## config.mk

```make
export PLATFORM = sky130hd
export DESIGN_NAME = tccw_top
export DESIGN_NICKNAME = d
export VERILOG_FILES = /design/src/rtl/tccw_pkg.sv /design/src/rtl/tccw_top.sv
export SDC_FILE = /design/constraint.sdc
export NUM_CORES = 1
export LEC_CHECK = 0
export ABC_CLOCK_PERIOD_IN_PS = 4200
export BUFFER_PORTS_ARGS = -buffer_cell sky130_fd_sc_hd__clkbuf_2
export CORE_UTILIZATION = 55
export DETAILED_ROUTE_END_ITERATION = 10
export PLACE_DENSITY = 0.78
export SYNTH_ARGS = -nofsm -noshare
export SYNTH_HDL_FRONTEND = slang
export SYNTH_SLANG_ARGS = --single-unit
```

## constraint.sdc

```tcl
create_clock -name hclk -period 4.2 [get_ports hclk]
set_clock_uncertainty 0.2 [all_clocks]
set_input_delay 0.63 -clock hclk [delete_from_list [all_inputs] [get_ports hclk]]
set_output_delay 0.63 -clock hclk [all_outputs]
set_load 0.05 [all_outputs]
```

## src/rtl/tccw_pkg.sv

```systemverilog
// Purpose: constants and carriers of the timer capture/compare back end
// Assumes: one 32-bit word per register
// Notes:   flag bits clear by writing one
package tccw_pkg;
   // register byte offsets
   localparam logic [7:0] TCCW_OFF_CTRL   = 8'h00;
   localparam logic [7:0] TCCW_OFF_CMD    = 8'h04;
   localparam logic [7:0] TCCW_OFF_FLAGS  = 8'h08;
   localparam logic [7:0] TCCW_OFF_CNT    = 8'h0c;
   localparam logic [7:0] TCCW_OFF_PER    = 8'h10;
   localparam logic [7:0] TCCW_OFF_PERIOD_BUFFER = 8'h14;
   localparam logic [7:0] TCCW_OFF_CC     = 8'h20;
   localparam logic [7:0] TCCW_OFF_CCBUF  = 8'h30;
   // command bit positions
   localparam int TCCW_CMD_UPDATE  = 0;
   localparam int TCCW_CMD_RESTART = 1;
   localparam int TCCW_CMD_RESET   = 2;
   // flags register bit positions
   localparam int TCCW_FLG_WRAP   = 0;
   localparam int TCCW_FLG_ERR    = 1;
   localparam int TCCW_FLG_CH     = 2;
   localparam int TCCW_FLG_BV     = 6;
   localparam int TCCW_FLG_PERBV  = 10;
   localparam int TCCW_FLG_WAVE   = 12;
   // waveform modes
   localparam logic [2:0] TCCW_WG_NORMAL = 3'h0;
   localparam logic [2:0] TCCW_WG_FRQ    = 3'h1;
   localparam logic [2:0] TCCW_WG_SS     = 3'h3;
   localparam logic [2:0] TCCW_WG_DS_T   = 3'h5;
   localparam logic [2:0] TCCW_WG_DS_TB  = 3'h6;
   localparam logic [2:0] TCCW_WG_DS_B   = 3'h7;
   // event actions
   localparam logic [2:0] TCCW_EA_OFF     = 3'h0;
   localparam logic [2:0] TCCW_EA_CAPT    = 3'h1;
   localparam logic [2:0] TCCW_EA_RESTART = 3'h4;
   localparam logic [2:0] TCCW_EA_FRQCAP  = 3'h5;
   localparam logic [2:0] TCCW_EA_PW      = 3'h6;
   // reset values
   localparam logic [31:0] TCCW_CTRL_RST = 32'h0000_0000;
   localparam logic [15:0] TCCW_CNT_RST  = 16'h0000;
   localparam logic [15:0] TCCW_PER_RST  = 16'hffff;
   localparam logic [15:0] TCCW_CC_RST   = 16'h0000;

   typedef struct packed {
      logic [13:0] rsvd;
      logic        lock;
      logic        run;
      logic [3:0]  out_en;
      logic [3:0]  ch_en;
      logic        event_delay_bit;
      logic [2:0]  evact;
      logic        pad;
      logic [2:0]  wg;
   } tccw_ctrl_s;

   typedef struct packed {
      logic       err;
      logic [3:0] ch;
      logic       wrap;
   } tccw_evt_s;
endpackage : tccw_pkg

```

## src/rtl/tccw_top.sv

```systemverilog
// Purpose: capture/compare and waveform back end of a 16-bit timer
// Assumes: count_tick is the timer clock pulse
// Notes:   AHB-Lite slave, zero wait states, always OKAY
// Notes on behaviour
// - pulse width: fall captures, rise restarts
// - cascaded upper timer uses delayed capture event
// - full channel: drop stamp, set error flag
// - compare match sets channel flag and event
// - buffered compare copied only at update
// - pin override needs mode, no action, enable
// - pin invert inverts the driven wave
// - toggle mode: channel a sets period, toggles
// - toggle rate: clock over 2N(value+1)
// - single slope: set on match, clear top
// - dual slope: set bottom, clear up, set down
// - four channels pins 0-3, two pins 4-5
// - wrap, per-channel and error interrupt flags
// - every flag condition also emits an event
// - wrap flag is dma request, counter/period ack
// - channel flag cleared by dma value access
// - update command acts as update unless locked
// - restart clears counter, direction, outputs
// - reset command only while timer is off
// - event delay bit delays input one cycle
// - channel enable gates captures per channel
// - buffer valid: compare set on write, cleared update; capture set on capture while channel flag set, cleared read
`timescale 1ns/10ps
module tccw_top #(
   parameter bit FOUR_CH = 1'b1
) (
   input  wire logic             hclk,
   input  wire logic             hresetn,
   input  wire logic             hsel,
   input  wire logic [31:0]      haddr,
   input  wire logic [1:0]       htrans,
   input  wire logic             hwrite,
   input  wire logic [2:0]       hsize,
   input  wire logic [31:0]      hwdata,
   input  wire logic             hready,
   output logic                  hreadyout,
   output logic                  hresp,
   output logic [31:0]           hrdata,
   input  wire logic             dma_active,
   input  wire logic             count_tick,
   input  wire logic [3:0]       ev_strobe,
   input  wire logic [3:0]       ev_rising,
   input  wire logic [7:0]       port_out_reg,
   input  wire logic [7:0]       pin_dir,
   input  wire logic [7:0]       pin_invert,
   output logic [7:0]            pin_out,
   output logic [7:0]            pin_oe,
   output tccw_pkg::tccw_evt_s   evt_out,
   output tccw_pkg::tccw_evt_s   dma_req
);
   import tccw_pkg::*;

   tccw_ctrl_s        ctrl_r;
   logic [15:0]       cnt_r;
   logic [15:0]       per_r;
   logic [15:0]       period_buffer_r;
   logic              perbv_r;
   logic              dir_r;
   logic              wrapf_r;
   logic              errf_r;
   logic              wr_pend_r;
   logic [7:0]        wr_addr_r;
   logic [3:0]        ev_d_r;
   logic [3:0]        rise_d_r;
   logic [31:0]       rdata_nxt;
   logic [3:0][15:0]  cc_w;
   logic [3:0][15:0]  ccbuf_w;
   logic [3:0]        bv_w;
   logic [3:0]        chf_w;
   logic [3:0]        wave_w;
   logic [3:0]        ch_ev;
   logic [3:0]        cap_err;

   logic acc, rd, mapped, wr_map;
   assign acc    = hsel & htrans[1] & hready;
   assign mapped = (haddr[31:8] == 24'h00_0000);
   assign rd     = acc & ~hwrite & mapped;
   assign wr_map = wr_pend_r;

   logic wr_ctrl, wr_cmd, wr_flags, wr_cnt, wr_per, wr_period_buffer;
   assign wr_ctrl   = wr_map & (wr_addr_r == TCCW_OFF_CTRL);
   assign wr_cmd    = wr_map & (wr_addr_r == TCCW_OFF_CMD);
   assign wr_flags  = wr_map & (wr_addr_r == TCCW_OFF_FLAGS);
   assign wr_cnt    = wr_map & (wr_addr_r == TCCW_OFF_CNT);
   assign wr_per    = wr_map & (wr_addr_r == TCCW_OFF_PER);
   assign wr_period_buffer = wr_map & (wr_addr_r == TCCW_OFF_PERIOD_BUFFER);

   // dma write to counter or period side acknowledges wrap request
   logic dma_wrap_ack;
   assign dma_wrap_ack = acc & hwrite & mapped & dma_active &
      ((haddr[7:0] == TCCW_OFF_CNT) | (haddr[7:0] == TCCW_OFF_PER) |
       (haddr[7:0] == TCCW_OFF_PERIOD_BUFFER));

   logic upd, restart, soft_rst, cmd_restart;
   assign cmd_restart = wr_cmd & hwdata[TCCW_CMD_RESTART];
   assign soft_rst = wr_cmd & hwdata[TCCW_CMD_RESET] & ~ctrl_r.run;

   logic [3:0] ev_use, rise_use;
   always_ff @(posedge hclk or negedge hresetn) begin
      if (!hresetn) begin
         ev_d_r   <= 4'h0;
         rise_d_r <= 4'h0;
      end else begin
         ev_d_r   <= ev_strobe;
         rise_d_r <= ev_rising;
      end
   end
   assign ev_use   = ctrl_r.event_delay_bit ? ev_d_r : ev_strobe;
   assign rise_use = ctrl_r.event_delay_bit ? rise_d_r : ev_rising;

   logic capture_mode;
   logic [3:0] ev_en;
   logic [3:0] cap_ev;
   assign capture_mode = (ctrl_r.evact == TCCW_EA_CAPT) |
      (ctrl_r.evact == TCCW_EA_FRQCAP) | (ctrl_r.evact == TCCW_EA_PW);
   assign ev_en = ev_use & ctrl_r.ch_en;
   always_comb begin
      case (ctrl_r.evact)
         TCCW_EA_CAPT:   cap_ev = ev_en;
         TCCW_EA_FRQCAP: cap_ev = ev_en & rise_use;
         TCCW_EA_PW:     cap_ev = ev_en & ~rise_use;
         default:        cap_ev = 4'h0;
      endcase
   end
   assign restart = cmd_restart |
      ((ctrl_r.evact == TCCW_EA_RESTART) & (|ev_use)) |
      ((ctrl_r.evact == TCCW_EA_FRQCAP) & (|(ev_en & rise_use))) |
      ((ctrl_r.evact == TCCW_EA_PW) & (|(ev_en & rise_use)));

   logic        tick, dual, at_top, at_bot;
   logic [15:0] top;
   assign tick   = ctrl_r.run & count_tick;
   assign dual   = ctrl_r.wg[2];
   assign top    = (ctrl_r.wg == TCCW_WG_FRQ) ? cc_w[0] : per_r;
   assign at_top = (cnt_r >= top);
   assign at_bot = (cnt_r == 16'h0000);

   logic top_ev, bot_ev, wrap_ev;
   assign top_ev = tick & at_top & (~dual | ~dir_r);
   // single slope reaches bottom on the wrap from top
   assign bot_ev = tick & (dual ? (at_bot & dir_r) : at_top);
   always_comb begin
      case (ctrl_r.wg)
         TCCW_WG_SS:    wrap_ev = bot_ev;
         TCCW_WG_DS_T:  wrap_ev = top_ev;
         TCCW_WG_DS_TB: wrap_ev = top_ev | bot_ev;
         TCCW_WG_DS_B:  wrap_ev = bot_ev;
         default:       wrap_ev = top_ev;
      endcase
   end
   assign upd = ((ctrl_r.wg == TCCW_WG_NORMAL) |
                 (ctrl_r.wg == TCCW_WG_FRQ) ? top_ev : bot_ev) |
      (wr_cmd & hwdata[TCCW_CMD_UPDATE] & ~ctrl_r.lock);

   always_ff @(posedge hclk or negedge hresetn) begin
      if (!hresetn) begin
         cnt_r <= TCCW_CNT_RST;
         dir_r <= 1'b0;
      end else if (soft_rst | restart) begin
         cnt_r <= TCCW_CNT_RST;
         dir_r <= 1'b0;
      end else if (wr_cnt) begin
         cnt_r <= hwdata[15:0];
      end else if (tick) begin
         if (dual) begin
            if (!dir_r && at_top) begin
               dir_r <= 1'b1;
               cnt_r <= cnt_r - 16'h0001;
            end else if (dir_r && at_bot) begin
               dir_r <= 1'b0;
               cnt_r <= cnt_r + 16'h0001;
            end else if (dir_r) begin
               cnt_r <= cnt_r - 16'h0001;
            end else begin
               cnt_r <= cnt_r + 16'h0001;
            end
         end else if (at_top) begin
            cnt_r <= TCCW_CNT_RST;
         end else begin
            cnt_r <= cnt_r + 16'h0001;
         end
      end
   end

   always_ff @(posedge hclk or negedge hresetn) begin
      if (!hresetn) begin
         per_r    <= TCCW_PER_RST;
         period_buffer_r <= TCCW_PER_RST;
         perbv_r  <= 1'b0;
      end else if (soft_rst) begin
         per_r    <= TCCW_PER_RST;
         period_buffer_r <= TCCW_PER_RST;
         perbv_r  <= 1'b0;
      end else begin
         if (upd && perbv_r) begin
            per_r   <= period_buffer_r;
            perbv_r <= 1'b0;
         end
         if (wr_per) begin
            per_r <= hwdata[15:0];
         end
         if (wr_period_buffer) begin
            period_buffer_r <= hwdata[15:0];
            perbv_r  <= 1'b1;
         end
      end
   end

   genvar gi;
   generate
      for (gi = 0; gi < 4; gi++) begin : g_ch
         localparam logic [1:0] IDX = 2'(gi);
         logic [15:0] cc_r, buf_r;
         logic        bv_r, chf_r, wave_r, match, cc_rd, dma_cc;
         logic        dma_buf, wr_cc, wr_buf, take, w1c;
         assign match = tick & ~capture_mode & (cnt_r == cc_r);
         assign cc_rd = rd & (haddr[7:4] == TCCW_OFF_CC[7:4]) &
            (haddr[3:2] == IDX);
         assign dma_cc = acc & mapped & dma_active &
            (haddr[7:4] == TCCW_OFF_CC[7:4]) & (haddr[3:2] == IDX);
         assign dma_buf = acc & mapped & dma_active &
            (haddr[7:4] == TCCW_OFF_CCBUF[7:4]) & (haddr[3:2] == IDX);
         assign wr_cc = wr_map & (wr_addr_r[7:4] == TCCW_OFF_CC[7:4]) &
            (wr_addr_r[3:2] == IDX);
         assign wr_buf = wr_map &
            (wr_addr_r[7:4] == TCCW_OFF_CCBUF[7:4]) &
            (wr_addr_r[3:2] == IDX);
         // a read that drains the buffer frees room this cycle
         assign take = cap_ev[gi] &
            (~chf_r | ~bv_r | (cc_rd & bv_r));
         assign cap_err[gi] = cap_ev[gi] & ~take;
         assign ch_ev[gi] = match | take;
         assign w1c = wr_flags & hwdata[TCCW_FLG_CH + gi];

         always_ff @(posedge hclk or negedge hresetn) begin
            if (!hresetn) begin
               cc_r  <= TCCW_CC_RST;
               buf_r <= TCCW_CC_RST;
               bv_r  <= 1'b0;
               chf_r <= 1'b0;
            end else if (soft_rst) begin
               cc_r  <= TCCW_CC_RST;
               buf_r <= TCCW_CC_RST;
               bv_r  <= 1'b0;
               chf_r <= 1'b0;
            end else begin
               if (w1c || (capture_mode && dma_cc && !bv_r) ||
                   (!capture_mode && dma_buf)) begin
                  chf_r <= 1'b0;
               end
               if (capture_mode) begin
                  if (cc_rd && bv_r) begin
                     cc_r <= buf_r;
                     bv_r <= 1'b0;
                  end
                  if (take && !chf_r) begin
                     cc_r  <= cnt_r;
                     chf_r <= 1'b1;
                  end else if (take) begin
                     buf_r <= cnt_r;
                     bv_r  <= 1'b1;
                     chf_r <= 1'b1;
                  end
               end else begin
                  if (upd && bv_r) begin
                     cc_r <= buf_r;
                     bv_r <= 1'b0;
                  end
                  if (wr_buf) begin
                     buf_r <= hwdata[15:0];
                     bv_r  <= 1'b1;
                  end
                  if (match) begin
                     chf_r <= 1'b1;
                  end
               end
               if (wr_cc) begin
                  cc_r <= hwdata[15:0];
               end
            end
         end

         always_ff @(posedge hclk or negedge hresetn) begin
            if (!hresetn) begin
               wave_r <= 1'b0;
            end else if (soft_rst || restart) begin
               wave_r <= 1'b0;
            end else begin
               case (ctrl_r.wg)
                  TCCW_WG_FRQ: begin
                     if (gi == 0 && match) begin
                        wave_r <= ~wave_r;
                     end
                  end
                  TCCW_WG_SS: begin
                     if (tick && at_top) begin
                        wave_r <= 1'b0;
                     end else if (match) begin
                        wave_r <= 1'b1;
                     end
                  end
                  TCCW_WG_DS_T, TCCW_WG_DS_TB, TCCW_WG_DS_B: begin
                     if (match) begin
                        wave_r <= dir_r;
                     end else if (tick && at_bot) begin
                        wave_r <= 1'b1;
                     end
                  end
                  default: ;
               endcase
            end
         end

         assign cc_w[gi]    = cc_r;
         assign ccbuf_w[gi] = buf_r;
         assign bv_w[gi]    = bv_r;
         assign chf_w[gi]   = chf_r;
         assign wave_w[gi]  = wave_r;
      end
   endgenerate

   always_ff @(posedge hclk or negedge hresetn) begin
      if (!hresetn) begin
         ctrl_r  <= TCCW_CTRL_RST;
         wrapf_r <= 1'b0;
         errf_r  <= 1'b0;
      end else if (soft_rst) begin
         ctrl_r  <= TCCW_CTRL_RST;
         wrapf_r <= 1'b0;
         errf_r  <= 1'b0;
      end else begin
         if (wr_ctrl) begin
            ctrl_r      <= hwdata;
            ctrl_r.rsvd <= 14'h0000;
            ctrl_r.pad  <= 1'b0;
         end
         if ((wr_flags && hwdata[TCCW_FLG_WRAP]) || dma_wrap_ack) begin
            wrapf_r <= 1'b0;
         end
         if (wrap_ev) begin
            wrapf_r <= 1'b1;
         end
         if (wr_flags && hwdata[TCCW_FLG_ERR]) begin
            errf_r <= 1'b0;
         end
         if (|cap_err) begin
            errf_r <= 1'b1;
         end
      end
   end

   always_ff @(posedge hclk or negedge hresetn) begin
      if (!hresetn) begin
         evt_out <= '0;
         dma_req <= '0;
      end else begin
         evt_out.wrap <= wrap_ev;
         evt_out.ch   <= ch_ev;
         evt_out.err  <= |cap_err;
         dma_req.wrap <= wrapf_r;
         dma_req.ch   <= chf_w;
         dma_req.err  <= 1'b0;
      end
   end

   genvar gp;
   generate
      for (gp = 0; gp < 8; gp++) begin : g_pin
         localparam int CH = FOUR_CH ? gp : gp - 4;
         localparam bit HAS = FOUR_CH ? (gp < 4) : (gp == 4 || gp == 5);
         logic ovr;
         logic wv;
         if (HAS) begin : g_on
            assign wv  = wave_w[CH];
            assign ovr = (ctrl_r.wg != TCCW_WG_NORMAL) &
               (ctrl_r.evact == TCCW_EA_OFF) & ctrl_r.out_en[CH] &
               pin_dir[gp];
         end else begin : g_off
            assign wv  = 1'b0;
            assign ovr = 1'b0;
         end
         always_ff @(posedge hclk or negedge hresetn) begin
            if (!hresetn) begin
               pin_out[gp] <= 1'b0;
               pin_oe[gp]  <= 1'b0;
            end else begin
               pin_out[gp] <= (ovr ? wv : port_out_reg[gp]) ^
                  pin_invert[gp];
               pin_oe[gp]  <= pin_dir[gp];
            end
         end
      end
   endgenerate

   always_comb begin
      rdata_nxt = 32'h0000_0000;
      if (haddr[7:4] == TCCW_OFF_CC[7:4]) begin
         rdata_nxt[15:0] = cc_w[haddr[3:2]];
      end else if (haddr[7:4] == TCCW_OFF_CCBUF[7:4]) begin
         rdata_nxt[15:0] = ccbuf_w[haddr[3:2]];
      end else begin
         case (haddr[7:0])
            TCCW_OFF_CTRL:   rdata_nxt = ctrl_r;
            TCCW_OFF_FLAGS: begin
               rdata_nxt[TCCW_FLG_WRAP]      = wrapf_r;
               rdata_nxt[TCCW_FLG_ERR]       = errf_r;
               rdata_nxt[TCCW_FLG_CH +: 4]   = chf_w;
               rdata_nxt[TCCW_FLG_BV +: 4]   = bv_w;
               rdata_nxt[TCCW_FLG_PERBV]     = perbv_r;
               rdata_nxt[TCCW_FLG_WAVE +: 4] = wave_w;
            end
            TCCW_OFF_CNT:    rdata_nxt[15:0] = cnt_r;
            TCCW_OFF_PER:    rdata_nxt[15:0] = per_r;
            TCCW_OFF_PERIOD_BUFFER: rdata_nxt[15:0] = period_buffer_r;
            default: ;
         endcase
      end
   end

   always_ff @(posedge hclk or negedge hresetn) begin
      if (!hresetn) begin
         wr_pend_r <= 1'b0;
         wr_addr_r <= 8'h00;
         hrdata    <= 32'h0000_0000;
         hreadyout <= 1'b0;
         hresp     <= 1'b0;
      end else begin
         wr_pend_r <= acc & hwrite & mapped;
         wr_addr_r <= haddr[7:0];
         hrdata    <= rd ? rdata_nxt : 32'h0000_0000;
         hreadyout <= 1'b1;
         hresp     <= 1'b0;
      end
   end
endmodule : tccw_top

```

* Word level (Yosys, flattened, before mapping)
Cells that the tools add are included.
Cells by class: add/subtract/negate cells 2, magnitude comparators 2, equal/unequal tests 54, multiplexer cells 172, bitwise gates (word level) 139, reductions and logical operators 102
Operators by type and width (count):
- 2-to-1 mux 16 bit | 65
- 2-to-1 mux 32 bit | 3
- 2-to-1 mux 1 bit | 91
- bitwise AND 1 bit | 84
- binary-select mux 16 bit (select 2 bit) | 2
- equality test 16 bit | 4
- one-hot mux 11 bit (5 select lines) | 1
- nonzero test 3 bit | 12
- nonzero test 4 bit | 9
- equality test 8 x 4 -> 1 bit (second input constant) | 4
- equality test 8 x 5 -> 1 bit (second input constant) | 4
- inequality test 4 bit (second input constant) | 8
- logical AND 1 bit | 31
- logical NOT 24 bit | 1
- bitwise OR 1 bit | 24
- AND reduction 3 bit | 7
- inequality test 5 x 2 -> 1 bit (second input constant) | 4
- one-hot mux 4 bit (5 select lines) | 1
- inverter 1 bit | 19
- equality test 3 bit (second input constant) | 6
- adder 16 x 1 -> 16 bit (second input constant) | 1
- equality test 4 x 2 -> 1 bit (second input constant) | 4
- >= comparator 16 bit | 1
- logical NOT 16 bit | 1
- 29 further kinds | 84
Word-level totals: register bits after elaboration 301, output and inout port bits 62, logic and storage cells 534

* Depth between registers and ports, before layout
depth in word-level cells 15, mapped depth 18, gate-level depth less buffers 11

* Worst setup path after synthesis
Ideal clock, no wire load.
kind register -> register, start point register ctrl_r[2] (netlist bit), end point register cnt_r[5], setup time 0.127 ns, arrival time 4.181 ns, required time 3.873 ns, slack -0.308 ns, stages on the path, launching flop included 18, clock period less this slack 4.508 ns, cells stage by stage dfrtp_1 > buf_2 > clkbuf_1 > nor3b_1 > clkbuf_1 > clkbuf_1 > mux2i_1 > ha_1 > a21oi_1 > o21ai_1 > or4_1 > buf_2 > nor4_4 > or2_1 > buf_4 > mux2i_1 > mux2i_1 > o21ai_0
On the way: cells in the longest elaborated chain, start to end 9, elaborated cells on any way between the ends 10, those cells by class 1 x order compare; 1 x eq/ne; 7 x mux; 1 x reduce/logical
RTL lines:
- start, declared | line tccw_top.sv:57 | tccw_ctrl_s ctrl_r;
- start signal, assigned | line tccw_top.sv:337 | ctrl_r <= hwdata;
- equality test 3 x 1 -> 1 bit | line tccw_top.sv:138 | assign top = (ctrl_r.wg == TCCW_WG_FRQ) ? cc_w[0] : per_r;
- 2-to-1 mux 16 bit | line tccw_top.sv:138
- >= comparator 16 bit | line tccw_top.sv:139 | assign at_top = (cnt_r >= top);
- logical AND 1 bit | line tccw_top.sv:170 | if (!dir_r && at_top) begin
- 2-to-1 mux 16 bit | line tccw_top.sv:170
- 2-to-1 mux 16 bit * | line tccw_top.sv:169 | if (dual) begin
- 2-to-1 mux 16 bit * | line tccw_top.sv:168 | end else if (tick) begin
- 2-to-1 mux 16 bit * | line tccw_top.sv:166 | end else if (wr_cnt) begin
- 2-to-1 mux 16 bit * | line tccw_top.sv:163 | end else if (soft_rst | restart) begin
- end signal, assigned | line tccw_top.sv:167 | cnt_r <= hwdata[15:0];
- end signal, assigned | line tccw_top.sv:172 | cnt_r <= cnt_r - 16'h0001;
- end signal, assigned | line tccw_top.sv:175 | cnt_r <= cnt_r + 16'h0001;
- end, declared | line tccw_top.sv:58 | logic [15:0] cnt_r;
Mark *: on every way between the ends. The rest lies on a longest branch, timed or not. The select of a mux whose other input is x is not followed. A chain may end at the register's enable or synchronous reset.

* Worst setup path in the final report
start point register ctrl_r[2] (netlist bit), end point register cnt_r[9]
The elaborated chain is that of the path after synthesis.

==> results <==
- The most used flip-flop cell after synthesis is dfrtp_1.
- The leakage power of the design is 8.46 nW.
- The flow ran to the end, and the final reports show no timing, DRC or antenna violations.
- After legalization and detailed placement, the total HPWL measured 42.3 mm.
- Clock latency on the worst-skew pair, taken at its later pin, is 0.60 ns.
- The maximum clock insertion buffer count is 3.
- STA classifies the critical path endpoint as a register.
- The per-instance average area after synthesis is 9.56 um^2.
- The die footprint is 0.0317 mm^2.
- The clock slew seen by the registers of the worst setup and hold paths is 0.06 ns.
- Setup repair after global routing left no endpoint under its margin.
- The type of the worst min-delay path is in2reg.
- From synthesis to final layout, the design area changed by 14.7%.
- Yosys mapped a number of flops with a built-in enable equal to 0.
- The root buffer selected by CTS is clkbuf_16.
- The post-synthesis register bit count is 272.
- The largest total area in the synthesized netlist belongs to dfrtp_1.
- The detail route stage leaves a number of antenna-violating nets equal to 0.
- Data on the critical path is required at its endpoint by 4.44 ns.
- The final route contains 15,635 vias.
- 170 I/O pins were placed.
- The final critical delay including setup and external delays is 4.03 ns.
- The wire length after detailed routing is 61.5 mm.
- The max capacitance violation total is 0.
- Buffers added to address setup during post-CTS repair amount to 0.
- The congestion estimate from routability-driven global placement came to 1.06.
- After synthesis, the netlist uses 88 different library cells.
- The number of max-slew violations in the final report was 0.
- The portion of synthesized cell area occupied by the leading cell type is 35.2%.
- The clock net in this run drives a total of 272 sinks.
- STA puts the critical path data arrival time at 4.27 ns.
- Static timing analysis puts the maximum clock frequency at 248 MHz.
- In the synthesized netlist, the cells that appear most often are 240 x dfrtp_1, 219 x nor2_1, 143 x nand2_1.
- Once layout is complete, the utilization of the core stands at 64.1%.
- The number of failing hold endpoints at the final stage is 0.
- The number of iterations in the first detailed-routing pass is 6.
- The count of final setup violators is 0.
- For this run, the number of Yosys warnings is 0.
- The headroom to the max-slew limit is 31.8%.
- The placement row count is 64.
- The wire length of the first global-routing pass is 91.7 mm.
- The pin count of the biggest net entering global routing is 106.
- The die span in x is 178 um.
- The number of antenna violations at the first check in global routing is 2.
- For this design the ratio of total power to cell area is 589 mW/mm^2.
- Yosys attributes the largest share of cell area to dfrtp_1 35%, mux2i_1 7.5%, dfstp_2 4.9%, nor2_1 4.8%, mux2_2 4.3%.
- The total overflow reported by the global router is 0.
- The first routing iteration left 2,291 violations.
- The share of the Yosys chip area taken by registers is 40.1%.
- The post-synth design cell area is 0.0171 mm^2.
- The via count of the first global-routing pass came to 15,077.
- The slew at the pin with the worst max-slew slack is 1.02 ns.
- TritonCTS built the clock tree.
- The setup TNS after final layout is 0 ns.
- The critical path is of the reg2reg type.
- The detail-routed net length per standard cell is 26.6 um.
- The initial utilization of the core area, before any placement, comes to 55.9%.
- During placement, the flow inserted port buffers numbering 135.
- The worst-path maximum fanout is 16.
- The fill cell total of the finished layout is 2,434.
- The proportion of register bits with asynchronous set or reset after synthesis is 100%.
- The startpoint type of the worst setup path is a register.
- CTS built an H-tree with a depth of 1.
- The overall die height is 178 um.
- Global routing used 39.0% of the available tracks.
- In the routed layout, each cell is associated on average with a via count of 6.76.
- Among all cell types in the netlist, the one instantiated most often is dfrtp_1.
- In the synthesized netlist, the number of instances is 1,783.
- In the routed design, unresolved DRC markers number 0.
- The total clock buffers created by CTS is 31.
- In the final layout, the share of cells above drive strength 1 is 24.4%.
- The floorplan step defined a core boundary enclosing 0.0305 mm^2.
- The worst vdd rail ir drop is 0.000373 V.
- The net count reported at finish is 2,016.
- The final critical path takes up 95.9% of the cycle.
==> critical path, stage by stage (launching register included) <==
cell	delay (ns)
dfrtp_1	0.40
nor3b_2	0.26
buf_12	0.21
mux2i_1	0.33
ha_1	0.32
a21oi_1	0.15
nor3_1	0.06
or4_1	0.66
nor4_4	0.34
buf_4	0.19
or3b_1	0.13
mux2i_1	0.29
mux2i_1	0.23
a31oi_1	0.11
==> routing by layer <==
metal	vias up	routed length [um]	GRT usage (%)
li1	6665	-	-
met1	7511	22400	48.9
met2	1176	25900	56.9
met3	281	8240	12.3
met4	2	4980	27.8
met5	-	11	0
==> flip-flops by register name, indices dropped and copies added, names as in the netlist, 16 cells and up <==
name,count
cnt_r,16
ctrl_r,17
g_ch.buf_r,64
g_ch.cc_r,64
hrdata,18
per_r,16
period_buffer_r,16
==> area by class of cell <==
| type | instances | area, um^2 | area share [%] |
|---|---|---|---|
| well taps | 396 | 495 | 2.53 |
| multi-input cells | 1333 | 9510 | 48.6 |
| clock buffers | 48 | 910 | 4.65 |
| flip-flops and latches | 272 | 6850 | 35.0 |
| clock inverters | 10 | 141 | 0.723 |
| inverters | 15 | 56.3 | 0.288 |
| diodes | 1 | 2.50 | 0.0128 |
| repair buffers | 237 | 1590 | 8.15 |
==> what timing repair did <==
action                                  in CTS  in global routing
endpoints found under the setup margin       0                 18
resized for setup                            0                  5
hold buffers                                17                  0
endpoints found under the hold margin      103                  0
==> logic make-up (layout without fill, tap and decap cells) <==
family	Yosys count	in the layout	share of synthesized area, %
DFF	272	272	40.1
buffers and inverters	193	310	5.09
muxes	225	225	16.0
other	2	18	0.0440
adders and majority gates	19	19	1.38
xor gates and xnor gates	85	85	4.37
and+or+nand+nor	575	575	16.1
AOI/OAI and AO/OA	412	412	16.8
==> final timing paths <==
kind / startpoint / to / slack [ns] / depth (start not counted)
hold reg to reg: period_buffer_r[13] / period_buffer_r[13] / 0.30 / 2
setup reg to reg: ctrl_r[2] / cnt_r[9] / 0.17 / 13
max in group asynchronous: hresetn / g_ch[3].buf_r[2] / 2.40 / 3
setup / recovery: ctrl_r[2] / cnt_r[9] / 0.17 / 13
hold / removal: port_out_reg[7] / pin_out[7] / 0.008 / 2
min in group asynchronous: hresetn / evt_out[0] / 0.49 / 2
==> stage by stage <==
stage	worst slack (ns)	total power [mW]	hold WS, ns	instance area (um^2)	cells
global placement	0.219	8.31	0.275	18300	2236
finish	0.170	11.5	0.00766	19600	2312
CTS	0.136	11.3	0.00153	19500	2311
detailed placement	0.175	8.49	0.271	18300	2236
global route	0.0514	12.0	0.00297	19600	2312
floorplan	0.0629	7.01	0.134	17100	1798
==> power by group <==
part / total [mW] / switching, mW / internal (mW)
sequential: 4.39 / 0.943 / 3.45
combinational: 4.30 / 2.47 / 1.83
clock: 2.83 / 1.16 / 1.67
==> cell usage in the layout (no fill, tap or decap), drive strengths merged, types with 8 or more instances in the layout <==
| master | count |
|---|---|
| inv | 16 |
| clkbuf | 181 |
| a211oi | 45 |
| mux4 | 32 |
| nand3 | 43 |
| buf | 87 |
| ha | 18 |
| dfrtp | 240 |
| o31ai | 69 |
| a311oi | 8 |
| nand4 | 18 |
| or3 | 13 |
| mux2 | 65 |
| nor4 | 25 |
| nand2b | 17 |
| nor3 | 43 |
| xnor2 | 46 |
| o22a | 11 |
| dlygate4sd3 | 17 |
| mux2i | 128 |
| a21oi | 110 |
| xor2 | 39 |
| conb | 17 |
| nand2 | 143 |
| a22oi | 31 |
| nor2b | 9 |
| and3 | 11 |
| dfstp | 32 |
| a31oi | 29 |
| nor2 | 219 |
| o21ai | 54 |
(Power assumes the default switching activity.)
